===== src/mdx_cfg.svh =====
// mdx_cfg.svh: offsets, field positions, reset values and opcode patterns
`ifndef MDX_CFG_SVH
`define MDX_CFG_SVH

// register byte offsets (haddr[7:0])
`define MDX_A_CTRL   8'h00
`define MDX_A_STATUS 8'h04
`define MDX_A_ACC    8'h08
`define MDX_A_PC     8'h0c
`define MDX_A_PTR0   8'h10
`define MDX_A_PTR1   8'h14
`define MDX_A_PCHI   8'h18
`define MDX_A_DIRLO  8'h1c
`define MDX_A_DIRHI  8'h20

// status word bit positions
`define MDX_ST_C   0
`define MDX_ST_DC  1
`define MDX_ST_Z   2
`define MDX_ST_PD  3
`define MDX_ST_TO  4
`define MDX_ST_GIE 5
`define MDX_ST_SLP 6

// reset values
`define MDX_RST_ACC  8'h00
`define MDX_RST_PTR  16'h0000
`define MDX_RST_PC   15'h0000
`define MDX_RST_PCHI 7'h00
`define MDX_RST_DIR  64'hffff_ffff_ffff_ffff
`define MDX_RST_SP   4'h0
`define MDX_RST_FLAGS 7'h18

// fixed opcodes
`define MDX_OP_RESET  14'h0001
`define MDX_OP_RETURN 14'h0008
`define MDX_OP_INTERRUPT_RETURN 14'h0009
`define MDX_OP_CALL_VIA_ACCUMULATOR  14'h000a
`define MDX_OP_BRW    14'h000b
`define MDX_OP_SLEEP  14'h0063
`define MDX_OP_WATCHDOG_CLEAR_OP 14'h0064

// opcode prefixes
`define MDX_P_DIR   11'h00c
`define MDX_P_ILD   11'h002
`define MDX_P_IST   11'h003
`define MDX_P_CALL  3'h4
`define MDX_P_GOTO  3'h5
`define MDX_P_BRA   5'h19
`define MDX_P_RETURN_WITH_LITERAL 6'h34
`define MDX_P_PADD  7'h62
`define MDX_P_ILDK  7'h7e
`define MDX_P_ISTK  7'h7f
`define MDX_P_ANDL  6'h39
`define MDX_P_ADDL  6'h3e
`define MDX_P_ANDF  6'h05
`define MDX_P_WIN   6'h00

`endif


===== src/mdx_pkg.sv =====
// mdx_pkg.sv: types shared by the decode and execute core
package mdx_pkg;
  typedef logic [13:0] mdx_instr_t;
  typedef logic [14:0] mdx_pc_t;
  typedef enum logic [1:0] {st_exec, st_nop2, st_xtra, st_sleep} mdx_state_t;
endpackage : mdx_pkg


===== src/mdx_add8.sv =====
// mdx_add8.sv: 8-bit adder with carry and nibble carry
`timescale 1ns/1ns
`default_nettype none
module mdx_add8 (
  input  wire logic [7:0] a,
  input  wire logic [7:0] b,
  input  wire logic       cin,
  output logic      [7:0] sum,
  output logic            c_out,
  output logic            dc_out
);
  wire logic [4:0] lo;
  wire logic [4:0] hi;
  assign lo     = {1'b0, a[3:0]} + {1'b0, b[3:0]} + {4'h0, cin};
  assign hi     = {1'b0, a[7:4]} + {1'b0, b[7:4]} + {4'h0, lo[4]};
  assign sum    = {hi[3:0], lo[3:0]};
  assign c_out  = hi[4];
  assign dc_out = lo[4];
endmodule : mdx_add8
`default_nettype wire


===== src/mdx_core.sv =====
// mdx_core.sv: instruction decode and execute core with AHB-Lite registers
`timescale 1ns/1ns
`default_nettype none
`include "mdx_cfg.svh"
// How it works
// - PC-changing instructions except the reset opcode take two cycles, second cycle a no-op.
// - indirect window access with pointer MSb set adds one cycle.
// - branch_by_accumulator jumps to PC+1 plus accumulator, two cycles.
// - call_via_accumulator calls address built from accumulator, two cycles.
// - return_with_literal returns and loads literal into accumulator, two cycles.
// - sleep opcode enters standby in one cycle, sets timeout, clears powerdown.
// - pin_direction_load copies accumulator into selected direction register.
// - pointer_literal_add adds literal to chosen pointer, flags untouched.
// - pointer add literal is signed six-bit, applied to full 16-bit pointer.
// - pointer arithmetic wraps around the 16-bit range.
// - indirect_load_to_acc loads via pointer with pre/post modify, sets zero.
// - indexed load uses pointer plus signed offset, sets zero.
// - acc_store_indirect stores accumulator via pointer with pre/post modify, flags untouched.
// - indexed store writes accumulator at pointer plus offset.
// - literal_and ands literal into accumulator, zero flag only.
// - literal_add adds literal, updates carry, nibble carry and zero.
// - file_and ands accumulator with file, result by d, zero flag.
// - destination bit clear picks accumulator, set picks file register.
module mdx_core #(
  parameter int DMEM_AW  = 7,
  parameter int STACK_AW = 4
) (
  input  wire logic               clk,
  input  wire logic               rst_n,
  input  wire logic               ce,
  input  wire mdx_pkg::mdx_instr_t instr,
  input  wire logic               instr_valid,
  input  wire logic               wake,
  output logic                    instr_ready,
  output mdx_pkg::mdx_pc_t        program_counter,
  output logic [63:0]             pin_dir_flat,
  output logic                    sleeping,
  output logic                    wdt_clear,
  output logic                    soft_reset,
  input  wire logic               hsel,
  input  wire logic [31:0]        haddr,
  input  wire logic [1:0]         htrans,
  input  wire logic               hwrite,
  input  wire logic [2:0]         hsize,
  input  wire logic [31:0]        hwdata,
  input  wire logic               hready,
  output logic                    hreadyout,
  output logic                    hresp,
  output logic [31:0]             hrdata
);
  import mdx_pkg::*;

  mdx_state_t      st, next_st;
  logic            run, dph_we;
  logic [7:0]      acc;
  logic [15:0]     ptr0, ptr1;
  logic [6:0]      pchi;
  logic [6:0]      flags;
  logic [7:0]      dmem [2**DMEM_AW];
  mdx_pc_t         stk [2**STACK_AW];
  logic [STACK_AW-1:0] sp;
  logic [7:0]      dph_addr;

  ////////////////////////////////////////////////////////////////////////////
  // decode
  wire logic [7:0] lit8;
  wire logic       is_brw, is_call_via_accumulator, is_ret, is_interrupt_return, is_sleep, is_watchdog_clear_op, is_rst;
  wire logic       is_dir, is_ild, is_ist, is_call, is_goto, is_bra, is_return_with_literal;
  wire logic       is_padd, is_ildk, is_istk, is_andl, is_addl, is_andf;
  wire logic       win, dest_f, is_jump, is_pop, is_push, taken;
  assign taken     = ce && instr_ready && instr_valid;
  assign lit8      = instr[7:0];
  assign is_ret    = instr == `MDX_OP_RETURN;
  assign is_interrupt_return = instr == `MDX_OP_INTERRUPT_RETURN;
  assign is_watchdog_clear_op = instr == `MDX_OP_WATCHDOG_CLEAR_OP;
  assign is_rst    = instr == `MDX_OP_RESET;
  assign is_call   = instr[13:11] == `MDX_P_CALL;
  assign is_goto   = instr[13:11] == `MDX_P_GOTO;
  assign is_brw    = instr == `MDX_OP_BRW;
  assign is_call_via_accumulator  = instr == `MDX_OP_CALL_VIA_ACCUMULATOR;
  assign is_sleep  = instr == `MDX_OP_SLEEP;
  assign is_dir    = instr[13:3] == `MDX_P_DIR && !is_sleep && !is_watchdog_clear_op;
  assign is_ild    = instr[13:3] == `MDX_P_ILD;
  assign is_ist    = instr[13:3] == `MDX_P_IST;
  assign is_bra    = instr[13:9] == `MDX_P_BRA;
  assign is_return_with_literal  = instr[13:8] == `MDX_P_RETURN_WITH_LITERAL;
  assign is_padd   = instr[13:7] == `MDX_P_PADD;
  assign is_ildk   = instr[13:7] == `MDX_P_ILDK;
  assign is_istk   = instr[13:7] == `MDX_P_ISTK;
  assign is_andl   = instr[13:8] == `MDX_P_ANDL;
  assign is_addl   = instr[13:8] == `MDX_P_ADDL;
  assign is_andf   = instr[13:8] == `MDX_P_ANDF;
  assign win       = is_andf && (instr[6:1] == `MDX_P_WIN);
  assign dest_f    = instr[7];
  assign is_pop    = is_ret || is_interrupt_return || is_return_with_literal;
  assign is_push   = is_call || is_call_via_accumulator;
  assign is_jump   = is_pop || is_push || is_goto || is_brw || is_bra;

  ////////////////////////////////////////////////////////////////////////////
  // pointer path
  wire logic        psel, ind_acc, slow;
  wire logic [15:0] ptr_cur, kext, ptr_mod, ptr_ea, ptr_new;
  assign psel    = is_andf ? instr[0] : (is_ild || is_ist) ? instr[2] : instr[6];
  assign ptr_cur = psel ? ptr1 : ptr0;
  assign kext    = {{10{instr[5]}}, instr[5:0]};
  assign ptr_mod = instr[0] ? 16'(ptr_cur - 16'h0001) : 16'(ptr_cur + 16'h0001);
  assign ptr_ea  = (is_ildk || is_istk) ? 16'(ptr_cur + kext) :
                   (is_ild || is_ist) ? (instr[1] ? ptr_cur : ptr_mod) : ptr_cur;
  assign ptr_new = is_padd ? 16'(ptr_cur + kext) : ptr_mod;
  assign ind_acc = is_ild || is_ist || is_ildk || is_istk || win;
  // high half of pointer space is slow
  assign slow    = ind_acc && ptr_ea[15];

  ////////////////////////////////////////////////////////////////////////////
  // data path
  wire logic [DMEM_AW-1:0] ma;
  wire logic [7:0] rd, andv, sum, acc_val, mem_wd;
  wire logic       c_add, dc_add, acc_ld, z_ld, mem_we;
  assign ma      = (is_andf && !win) ? DMEM_AW'(instr[6:0]) : ptr_ea[DMEM_AW-1:0];
  assign rd      = dmem[ma];
  assign andv    = acc & (is_andl ? lit8 : rd);
  mdx_add8 u_add (
    .a      (acc),
    .b      (lit8),
    .cin    (1'b0),
    .sum    (sum),
    .c_out  (c_add),
    .dc_out (dc_add)
  );
  assign acc_val = is_return_with_literal ? lit8 : (is_andl || is_andf) ? andv : is_addl ? sum : rd;
  // result to acc when d clear
  assign acc_ld  = taken && (is_return_with_literal || is_andl || is_addl || is_ild || is_ildk ||
                             (is_andf && !dest_f));
  // zero flag on logic, literal add and load ops
  assign z_ld    = taken && (is_andl || is_addl || is_ild || is_ildk || is_andf);
  assign mem_we  = taken && (is_ist || is_istk || (is_andf && dest_f));
  assign mem_wd  = is_andf ? andv : acc;

  ////////////////////////////////////////////////////////////////////////////
  // program counter and sequencing
  wire mdx_pc_t pc_inc, next_pc, tgt_call;
  wire logic    next_run;
  assign pc_inc   = 15'(program_counter + 15'h0001);
  assign tgt_call = {pchi[6:3], instr[10:0]};
  // relative by acc; via acc; pop
  assign next_pc  = is_rst ? `MDX_RST_PC :
                    is_brw ? 15'(pc_inc + {7'h00, acc}) :
                    is_call_via_accumulator ? {pchi, acc} :
                    (is_call || is_goto) ? tgt_call :
                    is_bra ? 15'(pc_inc + {{6{instr[8]}}, instr[8:0]}) :
                    is_pop ? stk[STACK_AW'(sp - 1'b1)] : pc_inc;

  always_comb begin
    next_st = st;
    unique case (st)
      st_exec: if (taken)
        next_st = is_jump ? st_nop2 : slow ? st_xtra : is_sleep ? st_sleep : st_exec;
      st_nop2, st_xtra: next_st = st_exec;
      st_sleep: if (wake) next_st = st_exec;
    endcase
  end

  ////////////////////////////////////////////////////////////////////////////
  // bus decode
  wire logic        ahb_go;
  wire logic        wr_ctrl, wr_st, wr_acc, wr_p0, wr_p1, wr_pchi;
  wire logic [31:0] rd_mux;
  assign ahb_go   = hsel && hready && htrans[1];
  assign wr_ctrl  = dph_we && dph_addr == `MDX_A_CTRL;
  assign wr_st    = dph_we && dph_addr == `MDX_A_STATUS;
  assign wr_acc   = dph_we && dph_addr == `MDX_A_ACC;
  assign wr_p0    = dph_we && dph_addr == `MDX_A_PTR0;
  assign wr_p1    = dph_we && dph_addr == `MDX_A_PTR1;
  assign wr_pchi  = dph_we && dph_addr == `MDX_A_PCHI;
  assign next_run = wr_ctrl ? hwdata[0] : run;
  assign rd_mux   = haddr[7:0] == `MDX_A_CTRL   ? {31'h0, run} :
                    haddr[7:0] == `MDX_A_STATUS ? {25'h0, flags} :
                    haddr[7:0] == `MDX_A_ACC    ? {24'h0, acc} :
                    haddr[7:0] == `MDX_A_PC     ? {17'h0, program_counter} :
                    haddr[7:0] == `MDX_A_PTR0   ? {16'h0, ptr0} :
                    haddr[7:0] == `MDX_A_PTR1   ? {16'h0, ptr1} :
                    haddr[7:0] == `MDX_A_PCHI   ? {25'h0, pchi} :
                    haddr[7:0] == `MDX_A_DIRLO  ? pin_dir_flat[31:0] :
                    haddr[7:0] == `MDX_A_DIRHI  ? pin_dir_flat[63:32] : 32'h0;

  always_ff @(posedge clk or negedge rst_n) begin
    if (!rst_n) begin
      dph_we    <= 1'b0;
      dph_addr  <= 8'h00;
      hrdata    <= 32'h0;
      hreadyout <= 1'b1;
      hresp     <= 1'b0;
    end else begin
      dph_we    <= ahb_go && hwrite;
      dph_addr  <= haddr[7:0];
      hreadyout <= 1'b1;
      hresp     <= 1'b0;
      if (ahb_go && !hwrite)
        hrdata <= rd_mux;
    end
  end

  ////////////////////////////////////////////////////////////////////////////
  // core state
  always_ff @(posedge clk or negedge rst_n) begin
    if (!rst_n) begin
      st              <= st_exec;
      run             <= 1'b0;
      instr_ready     <= 1'b0;
      program_counter <= `MDX_RST_PC;
      sp              <= `MDX_RST_SP;
      sleeping        <= 1'b0;
      wdt_clear       <= 1'b0;
      soft_reset      <= 1'b0;
    end else begin
      run <= next_run;
      if (ce) begin
        st          <= next_st;
        instr_ready <= next_st == st_exec && next_run;
        sleeping    <= next_st == st_sleep;
        wdt_clear   <= taken && is_watchdog_clear_op;
        soft_reset  <= taken && is_rst;
        if (taken) begin
          program_counter <= next_pc;
          if (is_push)
            sp <= STACK_AW'(sp + 1'b1);
          else if (is_pop)
            sp <= STACK_AW'(sp - 1'b1);
        end
      end
    end
  end

  always_ff @(posedge clk) begin
    if (taken && is_push)
      stk[sp] <= pc_inc;
    if (mem_we)
      dmem[ma] <= mem_wd;
  end

  always_ff @(posedge clk or negedge rst_n) begin
    if (!rst_n) begin
      acc          <= `MDX_RST_ACC;
      ptr0         <= `MDX_RST_PTR;
      ptr1         <= `MDX_RST_PTR;
      pchi         <= `MDX_RST_PCHI;
      pin_dir_flat <= `MDX_RST_DIR;
    end else begin
      if (wr_acc)
        acc <= hwdata[7:0];
      else if (acc_ld)
        acc <= acc_val;
      if (wr_p0)
        ptr0 <= hwdata[15:0];
      else if (taken && (is_padd || is_ild || is_ist) && !psel)
        ptr0 <= ptr_new;
      if (wr_p1)
        ptr1 <= hwdata[15:0];
      else if (taken && (is_padd || is_ild || is_ist) && psel)
        ptr1 <= ptr_new;
      if (wr_pchi)
        pchi <= hwdata[6:0];
      if (taken && is_dir)
        pin_dir_flat[instr[2:0]*8 +: 8] <= acc;
    end
  end

  // flags: tie-breaks give the bus write priority
  always_ff @(posedge clk or negedge rst_n) begin
    if (!rst_n) begin
      flags <= `MDX_RST_FLAGS;
    end else begin
      flags[`MDX_ST_SLP] <= ce ? next_st == st_sleep : flags[`MDX_ST_SLP];
      if (taken && (is_sleep || is_watchdog_clear_op)) begin
        flags[`MDX_ST_TO] <= 1'b1;
        flags[`MDX_ST_PD] <= is_watchdog_clear_op;
      end
      if (wr_st) begin
        flags[`MDX_ST_C]   <= hwdata[`MDX_ST_C];
        flags[`MDX_ST_DC]  <= hwdata[`MDX_ST_DC];
        flags[`MDX_ST_Z]   <= hwdata[`MDX_ST_Z];
        flags[`MDX_ST_GIE] <= hwdata[`MDX_ST_GIE];
      end else begin
        if (z_ld)
          flags[`MDX_ST_Z] <= acc_val == 8'h00;
        if (taken && is_addl) begin
          flags[`MDX_ST_C]  <= c_add;
          flags[`MDX_ST_DC] <= dc_add;
        end
        if (taken && is_interrupt_return)
          flags[`MDX_ST_GIE] <= 1'b1;
      end
    end
  end

  ////////////////////////////////////////////////////////////////////////////
  // checks
  two_cycle_a: assert property (@(posedge clk) disable iff (!rst_n)
    taken && is_jump |=> !instr_ready ##1 (st == st_exec))
    else $error("jump did not insert one dead cycle");
  extra_cycle_a: assert property (@(posedge clk) disable iff (!rst_n)
    taken && slow && !is_jump |=> st == st_xtra && !instr_ready) else $error("no extra cycle");
  brw_target_a: assert property (@(posedge clk) disable iff (!rst_n)
    taken && is_brw |=> program_counter == 15'($past(program_counter) + 1 + $past(acc)))
    else $error("branch by accumulator wrong target");
  call_via_accumulator_target_a: assert property (@(posedge clk) disable iff (!rst_n)
    taken && is_call_via_accumulator |=> program_counter == {$past(pchi), $past(acc)})
    else $error("call via accumulator wrong target");
  return_with_literal_acc_a: assert property (@(posedge clk) disable iff (!rst_n)
    taken && is_return_with_literal && !wr_acc |=> acc == $past(lit8)) else $error("literal not loaded");
  sleep_flags_a: assert property (@(posedge clk) disable iff (!rst_n)
    taken && is_sleep |=> flags[`MDX_ST_TO] && !flags[`MDX_ST_PD] && sleeping)
    else $error("sleep flags or state wrong");
  ptr_add_a: assert property (@(posedge clk) disable iff (!rst_n)
    taken && is_padd && !instr[6] && !wr_p0 && !wr_st
    |=> ptr0 == 16'($past(ptr0) + $past(kext)) && $stable(flags))
    else $error("pointer add wrong or flags moved");
  addl_zero_a: assert property (@(posedge clk) disable iff (!rst_n)
    taken && is_addl && !wr_st && !wr_acc |=> flags[`MDX_ST_Z] == (acc == 8'h00))
    else $error("literal add zero flag mismatch");
  andf_dest_a: assert property (@(posedge clk) disable iff (!rst_n)
    taken && is_andf && dest_f && !wr_acc |=> $stable(acc)) else $error("acc touched");
endmodule : mdx_core
`default_nettype wire


===== config.mk =====
export PLATFORM = sky130hd
export DESIGN_NAME = mdx_core
export DESIGN_NICKNAME = d
export VERILOG_FILES = /design/src/mdx_pkg.sv /design/src/mdx_add8.sv /design/src/mdx_core.sv
export VERILOG_INCLUDE_DIRS = /design/src /design/src/src
export SDC_FILE = /design/constraint.sdc
export NUM_CORES = 2
export LEC_CHECK = 0
export ABC_CLOCK_PERIOD_IN_PS = 34400
export BUFFER_PORTS_ARGS = -buffer_cell sky130_fd_sc_hd__buf_2
export CAP_MARGIN = 20
export CORE_ASPECT_RATIO = 1.75
export CORE_MARGIN = 2
export CORE_UTILIZATION = 50
export DETAILED_ROUTE_END_ITERATION = 10
export PLACE_DENSITY = 0.78
export SLEW_MARGIN = 20
export SYNTH_ARGS = -nofsm -noshare
export SYNTH_HDL_FRONTEND = slang
export SYNTH_SLANG_ARGS = --single-unit

===== constraint.sdc =====
create_clock -name clk -period 34.4 [get_ports clk]
set_input_delay 5.16 -clock clk [delete_from_list [all_inputs] [get_ports clk]]
set_output_delay 5.16 -clock clk [all_outputs]
set_load 0.005 [all_outputs]

## Word-level counts from Yosys, hierarchy flattened

Memory sizes are Yosys's and may differ from the RTL's.
Index checks and enable logic that the tools add are counted.

| operators by class | value |
|---|---|
| add/subtract/negate cells | 12 |
| equal/unequal tests | 37 |
| shift-type cells | 2 |
| multiplexer cells | 54 |
| bitwise gates (word level) | 1 |
| reductions and logical operators | 83 |

Operators by type and width:

| operator | count |
|---|---|
| 32-bit two-way mux | 9 |
| 16-bit two-way mux | 10 |
| 15-bit two-way mux | 6 |
| 64-bit bitwise mux | 1 |
| 8-bit by 34-bit variable shift with 64-bit output, first input constant | 1 |
| 8-bit by 34-bit variable part select with 64-bit output | 1 |
| 14-bit by 4-bit == test with 1-bit output, second input constant | 4 |
| 8-bit by 5-bit == test with 1-bit output, second input constant | 7 |
| 8-bit two-way mux | 7 |
| 6-bit negation with 34-bit output | 1 |
| 1-bit logical AND | 33 |
| 14-bit by 7-bit == test with 1-bit output, second input constant | 2 |
| 1-bit logical OR | 28 |
| 8-bit by 4-bit == test with 1-bit output, second input constant | 3 |
| 8-bit zero test | 3 |
| 11-bit by 2-bit == test with 1-bit output, second input constant | 2 |
| 7-bit == test, second input constant | 3 |
| 6-bit == test, second input constant | 3 |
| 16-bit by 1-bit adder with 16-bit output, second input constant | 1 |
| 16-bit adder | 1 |
| 8-bit by 3-bit == test with 1-bit output, second input constant | 2 |
| 16-bit by 1-bit subtractor with 16-bit output, second input constant | 1 |
| 15-bit by 1-bit adder with 15-bit output, second input constant | 1 |
| 15-bit adder | 1 |
| other kinds (27) | 58 |

| storage, ports and cells | value |
|---|---|
| flip-flop bits (word level) | 183 |
| RAM bits | 1264 |
| word-level logic and storage cells | 211 |
| memories | 2 |

Memories:

| name | words | width | rd ports | clocked after memory_dff | wr ports | RTL line | source |
|---|---|---|---|---|---|---|---|
| dmem | 128 | 8 | 1 | 0 | 1 | mdx_core.sv:59 | `logic [7:0] dmem [2**DMEM_AW];` |
| stk | 16 | 15 | 1 | 0 | 1 | mdx_core.sv:60 | `mdx_pc_t stk [2**STACK_AW];` |

## Depth between registers and ports, before layout

An unclocked memory read counts as a cell.

| logic depth | value |
|---|---|
| depth after elaboration | 19 |
| mapped depth | 26 |
| gate-level depth less buffers | 20 |

## By module

Synthesis repeated with hierarchy kept, for this count alone.

| second synthesis, totals | value |
|---|---|
| cell total of the unflattened synthesis | 4724 |
| area, all modules | 63174.3 µm² |

Modules (own cells, without submodules):

| module | instances | cells an instance | area each (µm²) | sequential area each (µm²) |
|---|---|---|---|---|
| mdx_core | 1 | 4691 | 62886.6 | 42617.1 |
| mdx_add8 | 1 | 33 | 287.8 | 0.0 |

## Worst setup path after synthesis

OpenSTA, ideal clock, no wires.

| timing path | value |
|---|---|
| path type | input to register |
| from | input port instr[11] |
| to | memory dmem[0][7], data pin |
| data arrival time | 15.071 ns |
| setup slack | 18.089 ns |
| stages | 23 |
| cell sequence | buf_2 -> or4b_2 -> o21ai_0 -> mux2_2 -> nand2_1 -> ha_1 -> fa_1 -> xnor2_1 -> nor2_1 -> a211oi_1 -> a21boi_1 -> buf_2 -> buf_2 -> buf_2 -> buf_1 -> o22ai_1 -> a221oi_1 -> a311oi_1 -> nor3_1 -> nand4_1 -> o21ai_0 -> o21ai_0 -> a21boi_0 |

| between the ends | value |
|---|---|
| longest elaborated chain between the ends | 15 |
| elaborated cells on any way between the ends | 26 |

RTL lines:

| item | RTL line | source |
|---|---|---|
| start: declaration | mdx_core.sv:31 | `input wire mdx_pkg::mdx_instr_t instr,` |
| 11-bit by 2-bit == test with 1-bit output (no line) | -- |  |
| 1-bit logical OR | mdx_core.sv:103, mdx_core.sv:108 |  |
| 1-bit two-way mux (2 in a row) | mdx_core.sv:103 | `assign psel = is_andf ? instr[0] : (is_ild \|\| is_ist) ? instr[2] : instr[6];` |
| 16-bit two-way mux | mdx_core.sv:104 | `assign ptr_cur = psel ? ptr1 : ptr0;` |
| 16-bit by 1-bit adder with 16-bit output / 16-bit by 1-bit subtractor with 16-bit output (equally long branches) | mdx_core.sv:106 | `assign ptr_mod = instr[0] ? 16'(ptr_cur - 16'h0001) : 16'(ptr_cur + 16'h0001);` |
| 16-bit two-way mux | mdx_core.sv:106 |  |
| 16-bit two-way mux (2 in a row) | mdx_core.sv:108 | `(is_ild \|\| is_ist) ? (instr[1] ? ptr_cur : ptr_mod) : ptr_cur;` |
| 16-bit two-way mux | mdx_core.sv:107 | `assign ptr_ea = (is_ildk \|\| is_istk) ? 16'(ptr_cur + kext) :` |
| 7-bit two-way mux | mdx_core.sv:119 | `assign ma = (is_andf && !win) ? DMEM_AW'(instr[6:0]) : ptr_ea[DMEM_AW-1:0];` |
| memory read 128 x 8 bit | -- |  |
| 8-bit two-way mux | mdx_core.sv:121 | `assign andv = acc & (is_andl ? lit8 : rd);` |
| 8-bit AND | mdx_core.sv:121 |  |
| 8-bit two-way mux * | mdx_core.sv:137 | `assign mem_wd = is_andf ? andv : acc;` |
| named net mem_wd[7] | mdx_core.sv:117 | `wire logic [7:0] rd, andv, sum, acc_val, mem_wd;` |
| end: declaration | mdx_core.sv:59 |  |

The timed path passes the listed nets; every way through them passes the cells marked *.

## Worst setup path in the final report

| timing path | value |
|---|---|
| from | input port instr[8] |
| to | memory dmem[56][0], data pin |

The elaborated chain is that of the path after synthesis.

==> impl_metrics.yaml <==
grt:
  antenna_found_initial: 13
  grt_usage_pct: 31.3
  grt_overflow: 0
  grt_max_degree: 103
  grt_pass1_vias: 42200
  grt_first_pass_wirelength_mm: 290
clock_network:
  cts_buffers: 114
  htree_levels: 3
  ctsResizeCount: 0
  clockBufferDepth: 3
  cts.sink_count: 1447
  cts_tree: "yes"
  insertion_delay_ns: 0.79
  clk_pin_slew_ns: 0.07
  clock-root-buffer: "clkbuf_16"
  cts_setup_buffers: 0
  hold_buffers: 0
place:
  place_area_um2: 65500
  place.gp.congestion: 1.05
  post-dp-hpwl_mm: 128
  portBuffers: 161
  dp_cells: 6278
yosys:
  netlist_area_um2: 63000
  yosys_warnings: 0
  synth_seq_cells: 1447
  async_reset_ff_share_pct: 12.6
  synth_nets: 4823
  seq_area_frac_synth_pct: 67.7
  synth_fa_ha_area_share_pct: 1.65
  synth_top_family_by_area: "compound AO/OA/AOI/OAI gates"
  muxShareOfSynthArea_pct: 6.59
  synth-compound-area-share_pct: 10.5
  post_synth_num_cell_types: 104
  synth_xor_area_share_pct: 0.918
  syn_avg_cell_area_um2: 13.5
  synth_edf_count: 1264
  synthCells: 4653
  yosys.area_share.simple_pct: 10.1
  synth_flop_cell: "edfxtp_1"
timing:
  period_needed_ns: 14.27
  hold_viol: 0
  finalClockSkew_ns: 0.0395
  max_freq_mhz: 70.1
  setup_tns_ns: 0
  finalSetupViolCount: 0
  tightest_slew_ns: 1.26
  maxSlewViolCount: 0
  rsz0062_at_grt: "false"
  hold-worst-slack_ns: 0.475
  min_period_over_period_pct: 41.5
  timing.slew.headroom_pct: 15.3
critical_path:
  crit_path_end_kind: "flop"
  criticalPathCategory: "in -> reg"
  crit_start: "instr[8]"
  arrival_ns: 14.73
  cp_data_required_time_ns: 34.85
  r2r_start: "ptr0[0]"
  path_max_fanout: 79
  worst_setup_path_start_kind: "primary input"
min_path:
  hp-class: "reg -> reg"
  min-delay-start: "hrdata[17]"
die:
  start_util_pct: 50.3
  die_area_um2: 129000
  die_h_um: 474
  num_io_pins: 208
  die_x_um: 272
  rows: 172
  core_um2: 125000
routing:
  vias: 42900
  routed_wl_mm: 203
  route.detailed.drc: 0
  vias_per_cell: 6.61
  ant_nets: 0
  drt-pass1-iter-count: 7
  drtIter0Drc: 5323
  routedWlPerCell_um: 31.2
status:
  status: "complete, no violations"
final_layout:
  layout-drive-gt1-share_pct: 15.8
  final_net_count: 4914
  fillCellCount: 9746
  final_cells: 6495
  final_area_um2: 69200
  syn2layout_area_growth_pct: 9.93
power:
  p_leak_uw: 0.0239
  p_per_area_nw_per_um2: 58.9
  vdd_drop_max_uv: 52.3
flow_run:
  maxCapViolCount: 0
-- Yosys cell counts (all sizes together) (19+ instances only) --
master / count / area (µm²)
edfxtp: 1264 / 38000
nand2: 665 / 2500
nor2: 282 / 1060
o21ai: 251 / 1270
nand3: 179 / 901
a21oi: 163 / 823
buf: 154 / 901
clkbuf: 139 / 522
dfrtp: 118 / 2950
mux2i: 115 / 1160
mux2: 109 / 1230
o22ai: 87 / 544
mux4: 78 / 1760
ha: 72 / 901
nor3: 72 / 370
o221ai: 71 / 622
dfstp: 65 / 1710
a22oi: 55 / 413
inv: 55 / 206
o211ai: 46 / 359
nand4: 42 / 269
a31oi: 41 / 257
and3: 38 / 243
xnor2: 38 / 333
a211oi: 37 / 288
a21o: 32 / 240
and2: 30 / 188
xor2: 28 / 245
nor4: 26 / 178
a32oi: 23 / 201
or3: 19 / 124
-- cell type report --
type / count / area [µm²] / area share [%]
clock buffer: 148 / 3030 / 4.38
antenna: 6 / 15.0 / 0.0217
clock inverter: 60 / 671 / 0.969
tap: 1653 / 2070 / 2.99
sequential: 1447 / 42600 / 61.6
timing repair buffer: 268 / 1680 / 2.43
multi-input combinational: 2857 / 18900 / 27.4
inverter: 56 / 210 / 0.304
-- worst paths after layout --
check / endpoint / slack [ns] / depth (start not counted)
setup / recovery: dmem[56][0] / 20.13 / 22
hold / removal: hrdata[17] / 0.47 / 2
setup reg to reg: dmem[56][0] / 25.65 / 21
hold reg to reg: hrdata[17] / 0.47 / 2
max in group asynchronous: ptr0[11] / 28.02 / 3
min in group asynchronous: program_counter[14] / 4.36 / 1
-- per-stage QoR --
| stage | util [%] | power, µW | setup WS (ns) |
|---|---|---|---|
| after floorplan | - | 2510 | 18.09 |
| after global routing | 55.3 | 4170 | 19.95 |
| after detailed placement | 52.3 | 2760 | 19.82 |
| after CTS | 55.2 | 4050 | 20.53 |
| after global placement | 52.3 | 2740 | 19.97 |
| final | 55.3 | 4080 | 20.13 |
-- worst max-delay path: stages --
cell and delay, ns:
buf_2 0.39, nor2b_1 0.44, nand2_2 0.30, mux2i_4 0.76, mux2i_1 0.57, inv_1 0.24, ha_1 0.38, xnor2_1 0.23
nor2_1 0.06, a211oi_1 0.54, a21boi_4 0.26, buf_4 0.41, buf_12 0.42, o221ai_1 0.18, a221oi_1 1.01, nor4_1 0.09
or4b_1 0.64, nor4_1 0.80, a21oi_1 0.23, nor2b_4 0.14, buf_4 0.50, buf_4 0.71
-- cells in the final DEF (no fill, tap or decap), types with 36 or more instances in the layout --
| cell | instances |
|---|---|
| a21oi_1 | 160 |
| a22oi_1 | 55 |
| a31oi_1 | 40 |
| and3_1 | 37 |
| buf_2 | 160 |
| buf_4 | 101 |
| clkbuf_16 | 114 |
| dfrtp_1 | 117 |
| dfstp_2 | 65 |
| edfxtp_1 | 1264 |
| ha_1 | 71 |
| inv_1 | 55 |
| mux2_2 | 107 |
| mux2i_1 | 114 |
| mux4_2 | 78 |
| nand2_1 | 661 |
| nand3_1 | 178 |
| nand4_1 | 41 |
| nor2_1 | 278 |
| nor3_1 | 70 |
| o211ai_1 | 45 |
| o21ai_0 | 242 |
| o221ai_1 | 71 |
| o22ai_1 | 86 |
| xnor2_1 | 36 |
-- registers in the layout, summed over array words and instances, names as in the netlist, 2 cells and up --
signal and count:
pin_dir_flat 64, st 2, program_counter 15, hrdata 32, dmem 1024, flags 5, sp 4, stk 240
acc 8, pchi 7, dph_addr 8, ptr0 16, ptr1 16
-- kinds of logic (layout without fill, tap and decap cells) --
logic type / Yosys count / count (layout)
compound gates: 988 / 988
xor+xnor: 66 / 66
fa+ha+maj: 79 / 79
buf+inv: 349 / 532
flops: 1447 / 1447
mux: 302 / 302
other cells: 2 / 8
simple gates: 1420 / 1420
-- power by group --
group          internal [µW]  switching, µW
logic                    234            445
clock network            696            632
registers               2030           42.7
-- routing by layer --
| metal | wire (µm) | vias up | global-route usage, % |
|---|---|---|---|
| li1 | - | 18000 | - |
| met1 | 61900 | 20900 | 33.3 |
| met2 | 98400 | 3092 | 52.5 |
| met3 | 21200 | 904 | 7.60 |
| met4 | 21100 | 18 | 26.2 |
| met5 | 178 | - | 0 |
Power figures use the tool's default switching activity.
